===== config.mk =====
export PLATFORM = sky130hd
export DESIGN_NAME = dfs_supervisor
export DESIGN_NICKNAME = d
export VERILOG_FILES = /design/src/dfs_pkg.sv /design/src/dfs_supervisor.sv
export SDC_FILE = /design/constraint.sdc
export NUM_CORES = 2
export LEC_CHECK = 0
export BUFFER_PORTS_ARGS = -buffer_cell sky130_fd_sc_hd__buf_2
export CORE_MARGIN = 8
export CORE_UTILIZATION = 43
export DETAILED_ROUTE_END_ITERATION = 10
export PLACE_DENSITY_LB_ADDON = 0.12
export SKIP_LAST_GASP = 1
export SYNTH_ARGS = -nofsm -noshare
export SYNTH_HDL_FRONTEND = slang
export SYNTH_SLANG_ARGS = --single-unit
export TNS_END_PERCENT = 1

===== constraint.sdc =====
create_clock -name clk_sys_i -period 24.1 [get_ports clk_sys_i]
set_input_delay 1.205 -clock clk_sys_i [delete_from_list [all_inputs] [get_ports clk_sys_i]]
set_output_delay 1.205 -clock clk_sys_i [all_outputs]
set_load 0.01 [all_outputs]

===== src/dfs_pkg.sv =====
/*
 * dfs_pkg: shared constants, encodings and carrier types of the drive fault supervisor.
 * Assumes one 20 MHz system clock; every time below is given in its own unit
 * and turned into cycles inside the supervisor.
 */
`default_nettype none

package dfs_pkg;

    // time base
    localparam int unsigned CLK_HZ = 20_000_000;
    localparam int unsigned DS_PER_S = 10;
    localparam int unsigned TICK_DS_CYC = CLK_HZ / DS_PER_S;
    localparam int unsigned AVG_WIN_S = 10;
    localparam int unsigned HOUR_S = 3600;
    localparam int unsigned HOUR_DS = HOUR_S * DS_PER_S;

    // programmable ranges
    localparam int unsigned LINK_TOL_MAX_S = 600;
    localparam int unsigned KEY_TOL_MAX_S = 300;
    localparam int unsigned AR_MAX = 6;
    localparam int unsigned AR_WIN_MAX_DS = 12000;
    localparam int unsigned AR_DELAY_MAX_DS = 100;
    localparam logic [13:0] CODE_MAX = 14'h270F;
    localparam int unsigned HIST_N = 16;
    localparam int unsigned FREQ_W = 16;
    localparam int unsigned HOURS_W = 16;
    localparam int unsigned DIN_N = 6;

    typedef enum logic [2:0] {
        RESP_NONE = 3'h0,
        RESP_WARN = 3'h1,
        RESP_FAIL = 3'h2,
        RESP_LAST_AVG = 3'h3,
        RESP_PRESET_SEVEN_FREQUENCY_MODE = 3'h4
    } dfs_resp_t;

    typedef enum logic [4:0] {
        FAIL_NONE = 5'h00,
        FAIL_LOW_DC = 5'h01,
        FAIL_HIGH_DC = 5'h02,
        FAIL_OVERCURRENT = 5'h03,
        FAIL_HEATSINK = 5'h04,
        FAIL_ANALOG = 5'h05,
        FAIL_LINK_LOST = 5'h06,
        FAIL_KEYPAD_LOST = 5'h07,
        FAIL_OTHER = 5'h08
    } dfs_fail_t;

    typedef enum logic [1:0] {
        LOWEST_ACCESS_LEVEL = 2'h0,
        MIDDLE_ACCESS_LEVEL = 2'h1,
        HIGHEST_ACCESS_LEVEL = 2'h2
    } dfs_level_t;

    typedef enum logic [2:0] {
        PF_LOCK = 3'h0,
        PF_ACCESS = 3'h1,
        PF_NEW_CODE = 3'h2,
        PF_FACTORY = 3'h3,
        PF_OTHER = 3'h4
    } dfs_field_t;

    // restart enable bit positions
    localparam int unsigned AR_EN_LOW_DC = 0;
    localparam int unsigned AR_EN_HIGH_DC = 1;
    localparam int unsigned AR_EN_OVERCURRENT = 2;
    localparam int unsigned AR_EN_HEATSINK = 3;
    localparam int unsigned AR_EN_ANALOG = 4;

    // digital_input_source_select: 0 is source_disabled, 1..6 pick an input line
    localparam logic [2:0] SOURCE_DISABLED = 3'h0;

    // factory values, offered to the parameter store on a factory load
    localparam dfs_resp_t LINK_RESP_RST = RESP_NONE;
    localparam logic [9:0] LINK_TOL_RST_S = 10'h01E;
    localparam dfs_resp_t KEY_RESP_RST = RESP_FAIL;
    localparam logic [8:0] KEY_TOL_RST_S = 9'h01E;
    localparam logic [2:0] EXT_CLR_RST = 3'h4;
    localparam logic [2:0] AR_COUNT_RST = 3'h0;
    localparam logic [13:0] AR_WIN_RST_DS = 14'h0258;
    localparam logic [6:0] AR_DELAY_RST_DS = 7'h0A;
    localparam logic [4:0] AR_ENABLE_RST = 5'h00;

    // access codes after reset; values are arbitrary
    localparam logic [13:0] CODE_MID_RST = 14'h0001;
    localparam logic [13:0] CODE_HIGH_RST = 14'h0002;

    typedef struct packed {
        dfs_resp_t link_resp;
        logic [9:0] link_tol_s;
        dfs_resp_t key_resp;
        logic [8:0] key_tol_s;
        logic [2:0] digital_input_source_select;
        logic [2:0] ar_count;
        logic [13:0] ar_window_ds;
        logic [6:0] ar_delay_ds;
        logic [4:0] ar_enable;
    } dfs_cfg_t;

    typedef struct packed {
        logic valid;
        dfs_field_t field;
        logic [13:0] data;
    } dfs_par_req_t;

    typedef struct packed {
        dfs_fail_t code;
        logic [HOURS_W-1:0] hours;
    } dfs_hist_t;

endpackage : dfs_pkg

`default_nettype wire


===== src/dfs_supervisor.sv =====
/*
 * dfs_supervisor: fault supervision and parameter protection of a frequency converter.
 * Assumes all inputs synchronous to clk_sys_i and a parameter store outside that
 * acts on par_ack_o / factory_load_o and feeds the configuration back on cfg_i.
 */
// Overview of operation
// link silence picks one of five responses; factory choice is none
// last-average response warns and holds the mean output of the last ten seconds
// link counts as lost once silence exceeds tolerance 0..600 s, factory 30 s
// keypad watched only for keypad referencing; same responses, factory stop
// keypad lost once absence exceeds tolerance 0..300 s, factory 30 s
// warning keeps reference frequency; preset-seven mode runs at preset seven
// selected digital input clears latched failure; none selected disables it
// up to 0..6 automatic restarts per window, each after a programmed delay
// restart only for failure types whose own enable is on; all off at factory
// sixteen-entry read-only history, entry one newest, sixteen oldest
// each history entry carries its hour stamp beside the failure code
// parameter lock rejects every modification until it is cleared
// access field reads level 0..2; writing a code 0..9999 sets the level
// code of the currently held level may be replaced by 0..9999
// factory load needs highest level and is refused while running
// a stopping failure latches, enters history newest and holds stop until cleared
`timescale 1ns/1ps
`default_nettype none

module dfs_supervisor
    import dfs_pkg::*;
#(
    parameter int unsigned TICK_CYC = TICK_DS_CYC
) (
    input wire logic clk_sys_i,
    input wire logic rst_i,
    input wire logic ce_i,
    input wire dfs_cfg_t cfg_i,
    input wire logic [FREQ_W-1:0] ref_freq_i,
    input wire logic [FREQ_W-1:0] preset_seven_freq_i,
    input wire logic link_activity_i,
    input wire logic key_ref_sel_i,
    input wire logic key_present_i,
    input wire logic [DIN_N-1:0] digital_input_line_i,
    input wire logic fail_i,
    input wire dfs_fail_t fail_code_i,
    input wire logic running_i,
    input wire dfs_par_req_t par_req_i,
    input wire logic [3:0] hist_idx_i,
    output logic [FREQ_W-1:0] freq_o,
    output logic warn_o,
    output logic stop_o,
    output logic fault_o,
    output dfs_fail_t fault_code_o,
    output logic link_lost_o,
    output logic key_lost_o,
    output logic restart_o,
    output dfs_hist_t hist_o,
    output logic param_lock_o,
    output dfs_level_t access_level_o,
    output logic par_ack_o,
    output logic par_rej_o,
    output logic factory_load_o
);

    localparam int unsigned TICK_W = $clog2(TICK_CYC);
    localparam int unsigned ACC_W = FREQ_W + 4;

    if (TICK_CYC < 2) begin : g_chk
        $error("TICK_CYC must be at least 2");
    end

    typedef struct packed {
        logic [TICK_W-1:0] tick_cnt;
        logic [3:0] ds_cnt;
        logic [15:0] hour_ds;
        logic [HOURS_W-1:0] hours;
        logic [9:0] link_sil_s;
        logic [8:0] key_abs_s;
        logic link_tripped;
        logic key_tripped;
        logic [ACC_W-1:0] sec_acc;
        logic [AVG_WIN_S-1:0][FREQ_W-1:0] ring;
        logic [3:0] ring_ptr;
        logic [ACC_W-1:0] ring_sum;
        logic [DIN_N-1:0] din_prev;
        logic ar_wait;
        logic [6:0] delay_cnt;
        logic win_active;
        logic [13:0] win_cnt;
        logic [2:0] attempts;
        dfs_hist_t [HIST_N-1:0] hist;
        logic [13:0] code_mid;
        logic [13:0] code_high;
        logic [FREQ_W-1:0] freq;
        logic warn;
        logic stop;
        logic fault;
        dfs_fail_t fault_code;
        logic link_lost;
        logic key_lost;
        logic restart;
        dfs_hist_t hist_rd;
        logic lock;
        dfs_level_t level;
        logic par_ack;
        logic par_rej;
        logic factory_load;
    } dfs_state_t;

    dfs_state_t s_q;
    dfs_state_t s_d;

    logic tick;
    logic sec;
    logic link_lost_now;
    logic key_lost_now;
    logic ev;
    dfs_fail_t ev_code;
    logic ev_ar_en;
    logic ext_clr;
    dfs_resp_t act_resp;
    logic [ACC_W-1:0] acc_new;
    logic [FREQ_W-1:0] sec_avg;
    logic [FREQ_W-1:0] avg_freq;
    logic hold_avg;

    always_comb begin
        s_d = s_q;
        s_d.restart = 1'b0;
        s_d.par_ack = 1'b0;
        s_d.par_rej = 1'b0;
        s_d.factory_load = 1'b0;

        // time base: tenth-second tick, seconds and hour stamp
        tick = (s_q.tick_cnt == TICK_W'(TICK_CYC - 1));
        sec = tick && (s_q.ds_cnt == 4'(DS_PER_S - 1));
        s_d.tick_cnt = tick ? '0 : s_q.tick_cnt + TICK_W'(1);
        if (tick) begin
            s_d.ds_cnt = sec ? 4'h0 : s_q.ds_cnt + 4'h1;
            if (s_q.hour_ds == 16'(HOUR_DS - 1)) begin
                s_d.hour_ds = 16'h0000;
                s_d.hours = s_q.hours + HOURS_W'(1);
            end else begin
                s_d.hour_ds = s_q.hour_ds + 16'h0001;
            end
        end

        // link silence, saturating so a long outage never wraps to "alive"
        if (link_activity_i) begin
            s_d.link_sil_s = 10'h000;
        end else if (sec && s_q.link_sil_s != 10'h3FF) begin
            s_d.link_sil_s = s_q.link_sil_s + 10'h001;
        end
        link_lost_now = (s_q.link_sil_s > cfg_i.link_tol_s);

        // keypad absence only counts while the keypad is the reference source
        if (!key_ref_sel_i || key_present_i) begin
            s_d.key_abs_s = 9'h000;
        end else if (sec && s_q.key_abs_s != 9'h1FF) begin
            s_d.key_abs_s = s_q.key_abs_s + 9'h001;
        end
        key_lost_now = key_ref_sel_i && (s_q.key_abs_s > cfg_i.key_tol_s);
        s_d.link_lost = link_lost_now;
        s_d.key_lost = key_lost_now;

        // failure events; an external failure goes first, a supervision trip waits for the next cycle without one
        ev = 1'b0;
        ev_code = FAIL_NONE;
        if (!link_lost_now) begin
            s_d.link_tripped = 1'b0;
        end
        if (!key_lost_now) begin
            s_d.key_tripped = 1'b0;
        end
        if (fail_i) begin
            ev = 1'b1;
            ev_code = fail_code_i;
        end else if (link_lost_now && cfg_i.link_resp == RESP_FAIL && !s_q.link_tripped) begin
            ev = 1'b1;
            ev_code = FAIL_LINK_LOST;
            s_d.link_tripped = 1'b1;
        end else if (key_lost_now && cfg_i.key_resp == RESP_FAIL && !s_q.key_tripped) begin
            ev = 1'b1;
            ev_code = FAIL_KEYPAD_LOST;
            s_d.key_tripped = 1'b1;
        end

        unique case (ev_code)
            FAIL_LOW_DC: ev_ar_en = cfg_i.ar_enable[AR_EN_LOW_DC];
            FAIL_HIGH_DC: ev_ar_en = cfg_i.ar_enable[AR_EN_HIGH_DC];
            FAIL_OVERCURRENT: ev_ar_en = cfg_i.ar_enable[AR_EN_OVERCURRENT];
            FAIL_HEATSINK: ev_ar_en = cfg_i.ar_enable[AR_EN_HEATSINK];
            FAIL_ANALOG: ev_ar_en = cfg_i.ar_enable[AR_EN_ANALOG];
            default: ev_ar_en = 1'b0;
        endcase

        // external clear on the rising edge of the selected input line
        s_d.din_prev = digital_input_line_i;
        ext_clr = 1'b0;
        if (cfg_i.digital_input_source_select != SOURCE_DISABLED
            && cfg_i.digital_input_source_select <= 3'(DIN_N)) begin
            ext_clr = digital_input_line_i[cfg_i.digital_input_source_select - 3'h1]
                && !s_q.din_prev[cfg_i.digital_input_source_select - 3'h1];
        end
        if (ext_clr) begin
            s_d.fault = 1'b0;
            s_d.ar_wait = 1'b0;
        end

        // restart window: the attempt budget refills when the window runs out
        if (s_q.win_active && tick) begin
            if (s_q.win_cnt >= cfg_i.ar_window_ds) begin
                s_d.win_active = 1'b0;
                s_d.attempts = 3'h0;
                s_d.win_cnt = 14'h0000;
            end else begin
                s_d.win_cnt = s_q.win_cnt + 14'h0001;
            end
        end

        // restart delay, then release the latched failure
        if (s_q.ar_wait && s_q.fault && !ext_clr && tick) begin
            if (s_q.delay_cnt >= cfg_i.ar_delay_ds) begin
                s_d.ar_wait = 1'b0;
                s_d.fault = 1'b0;
                s_d.restart = 1'b1;
                s_d.attempts = s_q.attempts + 3'h1;
                if (!s_q.win_active) begin
                    s_d.win_active = 1'b1;
                    s_d.win_cnt = 14'h0000;
                end
            end else begin
                s_d.delay_cnt = s_q.delay_cnt + 7'h01;
            end
        end

        // a new failure wins over a clear or a restart in the same cycle
        if (ev) begin
            s_d.fault = 1'b1;
            s_d.fault_code = ev_code;
            s_d.restart = 1'b0;
            for (int i = HIST_N - 1; i > 0; i--) begin
                s_d.hist[i] = s_q.hist[i-1];
            end
            s_d.hist[0] = '{code: ev_code, hours: s_q.hours};
            s_d.ar_wait = ev_ar_en && cfg_i.ar_count != 3'h0
                && s_d.attempts < cfg_i.ar_count;
            s_d.delay_cnt = 7'h00;
        end
        s_d.hist_rd = s_q.hist[hist_idx_i];

        // active response: link loss outranks keypad loss
        if (link_lost_now) begin
            act_resp = cfg_i.link_resp;
        end else if (key_lost_now) begin
            act_resp = cfg_i.key_resp;
        end else begin
            act_resp = RESP_NONE;
        end
        hold_avg = (act_resp == RESP_LAST_AVG);

        // ten-second mean built from ten one-second means; frozen while it is in use
        avg_freq = FREQ_W'(s_q.ring_sum / ACC_W'(AVG_WIN_S));
        acc_new = s_q.sec_acc + ACC_W'(s_q.freq);
        sec_avg = FREQ_W'(acc_new / ACC_W'(DS_PER_S));
        if (tick && !hold_avg) begin
            s_d.sec_acc = acc_new;
            if (sec) begin
                s_d.sec_acc = '0;
                s_d.ring[s_q.ring_ptr] = sec_avg;
                s_d.ring_sum = s_q.ring_sum - ACC_W'(s_q.ring[s_q.ring_ptr])
                    + ACC_W'(sec_avg);
                s_d.ring_ptr = (s_q.ring_ptr == 4'(AVG_WIN_S - 1)) ? 4'h0
                    : s_q.ring_ptr + 4'h1;
            end
        end

        s_d.warn = 1'b0;
        s_d.stop = 1'b0;
        s_d.freq = ref_freq_i;
        if (s_d.fault) begin
            s_d.stop = 1'b1;
            s_d.freq = '0;
        end else begin
            unique case (act_resp)
                RESP_NONE: s_d.freq = ref_freq_i;
                RESP_WARN: s_d.warn = 1'b1;
                RESP_FAIL: begin
                    s_d.stop = 1'b1;
                    s_d.freq = '0;
                end
                RESP_LAST_AVG: begin
                    s_d.warn = 1'b1;
                    s_d.freq = avg_freq;
                end
                RESP_PRESET_SEVEN_FREQUENCY_MODE: s_d.freq = preset_seven_freq_i;
                default: s_d.freq = ref_freq_i;
            endcase
        end

        // parameter access
        if (par_req_i.valid) begin
            s_d.par_ack = 1'b1;
            unique case (par_req_i.field)
                PF_LOCK: s_d.lock = par_req_i.data[0];
                PF_ACCESS: begin
                    if (par_req_i.data > CODE_MAX) begin
                        s_d.par_ack = 1'b0;
                        s_d.par_rej = 1'b1;
                    end else if (par_req_i.data == s_q.code_high) begin
                        s_d.level = HIGHEST_ACCESS_LEVEL;
                    end else if (par_req_i.data == s_q.code_mid) begin
                        s_d.level = MIDDLE_ACCESS_LEVEL;
                    end else begin
                        s_d.level = LOWEST_ACCESS_LEVEL;
                    end
                end
                PF_NEW_CODE: begin
                    if (s_q.lock || par_req_i.data > CODE_MAX
                        || s_q.level == LOWEST_ACCESS_LEVEL) begin
                        s_d.par_ack = 1'b0;
                        s_d.par_rej = 1'b1;
                    end else if (s_q.level == HIGHEST_ACCESS_LEVEL) begin
                        s_d.code_high = par_req_i.data;
                    end else begin
                        s_d.code_mid = par_req_i.data;
                    end
                end
                PF_FACTORY: begin
                    if (s_q.lock || s_q.level != HIGHEST_ACCESS_LEVEL || running_i) begin
                        s_d.par_ack = 1'b0;
                        s_d.par_rej = 1'b1;
                    end else begin
                        s_d.factory_load = 1'b1;
                    end
                end
                PF_OTHER: begin
                    if (s_q.lock) begin
                        s_d.par_ack = 1'b0;
                        s_d.par_rej = 1'b1;
                    end
                end
                default: begin
                    s_d.par_ack = 1'b0;
                    s_d.par_rej = 1'b1;
                end
            endcase
        end
    end

    always_ff @(posedge clk_sys_i or posedge rst_i) begin
        if (rst_i) begin
            s_q <= '0;
            s_q.code_mid <= CODE_MID_RST;
            s_q.code_high <= CODE_HIGH_RST;
            s_q.stop <= 1'b1;
        end else if (ce_i) begin
            s_q <= s_d;
        end
    end

    assign freq_o = s_q.freq;
    assign warn_o = s_q.warn;
    assign stop_o = s_q.stop;
    assign fault_o = s_q.fault;
    assign fault_code_o = s_q.fault_code;
    assign link_lost_o = s_q.link_lost;
    assign key_lost_o = s_q.key_lost;
    assign restart_o = s_q.restart;
    assign hist_o = s_q.hist_rd;
    assign param_lock_o = s_q.lock;
    assign access_level_o = s_q.level;
    assign par_ack_o = s_q.par_ack;
    assign par_rej_o = s_q.par_rej;
    assign factory_load_o = s_q.factory_load;

endmodule // dfs_supervisor

`default_nettype wire


======== Word-level counts from Yosys, hierarchy flattened ========
Index checks and enable logic that the tools add are counted.
storage, ports and cells
  bits in registers ....................... 727
  latch bits .............................. 0
  memory bits (writable) .................. 0
  memory bits (read-only) ................. 0
  input bits .............................. 130
  output and inout bits ................... 54
  memories kept ........................... 0
cells by class
  add/sub/neg operators ................... 14
  multiply operators ...................... 0
  divide/modulo/power cells ............... 2
  order comparisons ....................... 11
  equal/unequal tests ..................... 26
  shift-type cells ........................ 0
  multiplexer cells ....................... 70
  bitwise logic cells ..................... 3
  reductions and logical operators ........ 49
operators with widths
  cell                                                  count
  2-to-1 mux 204 bit                                    1
  bitwise mux 160 bit                                   1
  binary-select mux 21 bit (select 4 bit)               1
  binary-select mux 16 bit (select 4 bit)               1
  demux 16 bit (select 4 bit)                           1
  2-to-1 mux 16 bit                                     4
  case mux 16 bit (3 select lines)                      1
  2-to-1 mux 21 bit                                     2
  adder 20 x 16 -> 20 bit                               2
  divider 20 x 4 -> 20 bit (second input constant)      2
  2-to-1 mux 18 bit                                     2
  adder 16 x 1 -> 16 bit (second input constant)        2
  equality test 14 bit                                  2
  2-to-1 mux 1 bit                                      27
  2-to-1 mux 26 bit                                     1
  adder 21 x 1 -> 21 bit (second input constant)        1
  equality test 21 bit (second input constant)          1
  2-to-1 mux 10 bit                                     2
  subtractor 20 x 16 -> 20 bit                          1
  equality test 3 x 2 -> 1 bit (second input constant)  6
  logical AND 1 bit                                     18
  2-to-1 mux 3 bit                                      6
  2-to-1 mux 9 bit                                      2
  equality test 16 bit (second input constant)          1
  50 further kinds                                      87

======== Depth between registers and ports, before layout ========
  word-level depth ........................ 13
  mapped depth ............................ 70
  mapped depth without buffers ............ 68

======== Worst setup path before layout ========
OpenSTA, ideal clock, no wires.
  kind .................................... reg2reg
  start point ............................. register s_q, in the netlist freq_o[0]
  end point ............................... register s_q[468] (netlist name)
  setup time .............................. 0.133 ns
  data arrival time ....................... 14.100 ns
  data required time ...................... 23.967 ns
  setup slack ............................. 9.866 ns
  stages on the path, launching flop included .. 66
  buffers on the path ..................... 2
  cells stage by stage .................... dfrtp_1 > ha_1 > fa_1 > a21o_1 > a21oi_1 > o21bai_1 > a21oi_1 > o21bai_1 > a21oi_1 > o21bai_1 > a21oi_1 > o21bai_1 > a21oi_1 > o21bai_1 > a21oi_1 > o21bai_1 > a21oi_1 > a21oi_1 > (+30 left out) > a21o_1 > a21oi_1 > o21bai_1 > a21oi_1 > o21bai_1 > a21oi_1 > o21bai_1 > a21oi_1 > o21bai_1 > a21oi_1 > o21bai_1 > a21oi_1 > o21bai_1 > a21oi_1 > o21bai_1 > a21oi_1 > xor2_1 > o21ai_0
between the ends
  cells in the longest elaborated chain, start to end .. 3
ends and longest elaborated chain
  item                      RTL line               source
  start, declared           dfs_supervisor.sv:107  dfs_state_t s_q;
  adder 20 x 16 -> 20 bit   dfs_supervisor.sv:261  acc_new = s_q.sec_acc + ACC_W'(s_q.freq);
  divider 20 x 4 -> 20 bit  dfs_supervisor.sv:262  sec_avg = FREQ_W'(acc_new / ACC_W'(DS_PER_S));
  adder 20 x 16 -> 20 bit   dfs_supervisor.sv:269  + ACC_W'(sec_avg);
Every way passes these cells.
A chain may end at the register's enable or synchronous reset.

======== Final worst setup path ========
  start point ............................. register s_q, in the netlist freq_o[1]
  end point ............................... register s_q[469] (netlist name)
The elaborated chain is that of the path after synthesis.

==> flow_summary.ini <==
[run_status]
run_status = complete, no violations

[cts]
clk_transition_reported_paths_ns = 0.06
holdBufCountCts = 0
cts_tree = yes
cts-root-buf = clkbuf_16
worstSkewPairLatency_ns = 0.66
h-tree-depth = 3
cts-resized-gates = 0
clockBufferDepth = 3
post-cts-setup-buffers = 0
numCtsBuffers = 84
clkSinkCount = 727

[timing]
slew_headroom_pct = 12.6
rsz0062_at_grt = no
setup_slack_ns = 5.47
setup_viol = 0
hold_viol = 0
finalClockSkew_ns = 0.0247
setup-tns-final_ns = 0
fin_crit_ns = 18.63
max_freq_ghz = 0.0537
slew_violations = 0
tightest_slew_ns = 1.31
fin_crit_sh_pct = 77.3

[place]
placed_area_um2 = 45600
dp_hpwl_um = 78800
port_buffers = 183
routabilityCongestion = 0.897
post-place-ws_ns = 5.90
dpl.cell_count = 6157

[worst_setup_path]
critPathBufInv = 2
startpoint_type = register
timing.rr.start = freq_o[1]
r2r_slack_ns = 5.47
cp_common_cell = a21oi_1
slowest_delay_ns = 1.11
crit_family = compound AO/OA/AOI/OAI gates
cp_num_cells = 62
worstSetupStartpoint = freq_o[1]
cp_slowest_cell = a2111oi_0
setup.worst_path.class = reg2reg
crit_path_end_kind = register
r2r-end = s_q[469]
worst-r2r-cell-count = 62
crit_path_end = s_q[469]
cp_max_fo = 17
worstPathRequired_ns = 24.61
crit_arrival_ns = 19.14

[final_layout]
final_cell_count_no_fill = 6315
nets = 5118
design_area_um2 = 48600
fillerInstances = 9691
final_cell_mix = nand2_1 (1473), dfrtp_1 (723), o21ai_0 (277)
area_growth_pct = 11.1
mostFrequentLayoutCell = nand2_1
utilization_pct = 47.9
drive_gt1_share_pct = 14.6
register_area_um2 = 18200
multi_input_area_um2 = 23700

[synthesis]
synth_warnings = 0
synth_top_cell_area_share_pct = 41.5
mappedNetlistArea_um2 = 43700
synth_fp_nets = 5091
post_synth.cell_area_avg_um2 = 9.01
ys_ff_latch = 727
synth_area_leader_cell = dfrtp_1
synth_edf_count = 0
yosys_most_used_dff = dfrtp_1
async_reset_ff_share_pct = 100
ys_seq_area_share_pct = 41.7
yosys-top-cells-area = dfrtp_1 (41%), nand2_1 (13%), mux4_2 (7.1%), o21ai_0 (3.2%), ha_1 (2.7%)
yosysUniqueCellTypes = 124
synthCells = 4848

[pwr]
power_density_nw_per_um2 = 84.1
power_leakage_nw = 23.0
peakVddDrop_mv = 0.0924

[floorplanning]
fp.dieH_um = 335
die_w_um = 335
rows = 117
dieArea_um2 = 112000
core_region_area_um2 = 101000
io_pins = 184
start_util_pct = 43.1

[drt]
wl_per_cell_um = 18.5
vias = 35400
drc = 0
firstDrtPassIters = 5
wirelength_um = 117000
via_per_inst = 5.60
drtIter0Drc = 2865
drtAntennaViolNets = 0

[global_route]
first_global_vias = 34600
grtUsageTotal_pct = 20.6
grt_max_degree = 194
grt-ovfl-total = 0
grt_pass1_wl_um = 192000
antenna_found_initial = 2

[job]
max_cap_viol_count = 0

[min_path]
hold_class = reg2reg
final cells by class:
type                       instances  share of cell area, %
clock buffer                     121                   5.17
clock inverter                    36                  0.964
inverter                         134                   1.05
timing repair buffer             245                   2.95
sequential                       727                   37.5
antenna                            1                0.00515
multi-input combinational       3683                   48.9
tap                             1368                   3.53
synth_stat cells (23+ instances only):
| cell | instances |
|---|---|
| o21ai_0 | 277 |
| a21o_1 | 32 |
| a21oi_1 | 141 |
| and3_1 | 58 |
| ha_1 | 96 |
| nand2_1 | 1473 |
| nor4_1 | 25 |
| nand2b_1 | 37 |
| o31ai_1 | 29 |
| clkbuf_1 | 224 |
| mux2i_1 | 34 |
| nand4_1 | 57 |
| dfrtp_1 | 724 |
| nor3_1 | 51 |
| mux2_2 | 94 |
| o21bai_1 | 29 |
| buf_4 | 45 |
| a31oi_1 | 32 |
| inv_1 | 130 |
| o21a_1 | 25 |
| a221oi_1 | 36 |
| a211oi_1 | 32 |
| nand3_1 | 117 |
| xor2_1 | 52 |
| o211ai_1 | 23 |
| nor2_1 | 207 |
| mux4_2 | 137 |
| xnor2_1 | 137 |
| or3_1 | 25 |
worst reg2reg max path: cells and delay by family (launching register included):
kind | cells | cell delay [ns]
DFF | 1 | 0.43
muxes | 1 | 0.17
and+or+nand+nor | 8 | 2.41
xor gates and xnor gates | 2 | 0.68
adders and majority gates | 3 | 1.17
buffers and inverters | 2 | 0.60
AOI/OAI and AO/OA | 46 | 13.03
logic make-up (layout without fill, tap and decap cells):
logic type               Yosys count  after routing  synth area share (%)
AND/OR/NAND/NOR                 2173           2173                  21.6
AO/OA/AOI/OAI                    934            934                  14.7
flip-flops                       727            727                  41.7
buffers and inverters            438            536                  4.20
multiplexers                     265            265                  10.3
XOR/XNOR                         190            190                  3.83
adder cells (fa/ha/maj)          121            121                  3.71
other                              0              1                     0
layer usage:
layer	up-vias	wire, um	global-route usage (%)	share of wire (%)
met1	17300	56600	30.3	48
li1	17100	-	-	-
met5	-	13	0	0.011
met4	2	3180	6.62	2.7
met3	176	5410	2.76	4.6
met2	860	51800	31.4	44
report_power, final:
part           internal, mW  total [mW]  switching (mW)
combinational         0.531        1.43           0.895
clock                 0.798        1.35           0.550
sequential             1.27        1.31          0.0422
total                  2.60        4.08            1.49
how the worst min path moves through the flow:
| stage | from | endpoint | slack (ns) | depth (start not counted) |
|---|---|---|---|---|
| finish | s_q[412] | s_q[412] | 0.47 | 2 |
| global route | s_q[412] | s_q[412] | 0.48 | 2 |
| CTS | s_q[412] | s_q[412] | 0.47 | 2 |
| detailed placement | s_q[412] | s_q[412] | 0.46 | 2 |
| global placement | s_q[414] | s_q[414] | 0.45 | 2 |
| floorplan | s_q[717] | s_q[717] | 0.44 | 1 |
per-stage QoR:
stage	total power, mW	hold WS, ns
floorplan	2.40	0.439
finish	4.08	0.466
global placement	2.72	0.453
global route	4.35	0.485
CTS	4.12	0.473
detailed placement	2.74	0.457
Power figures use the tool's default switching activity.
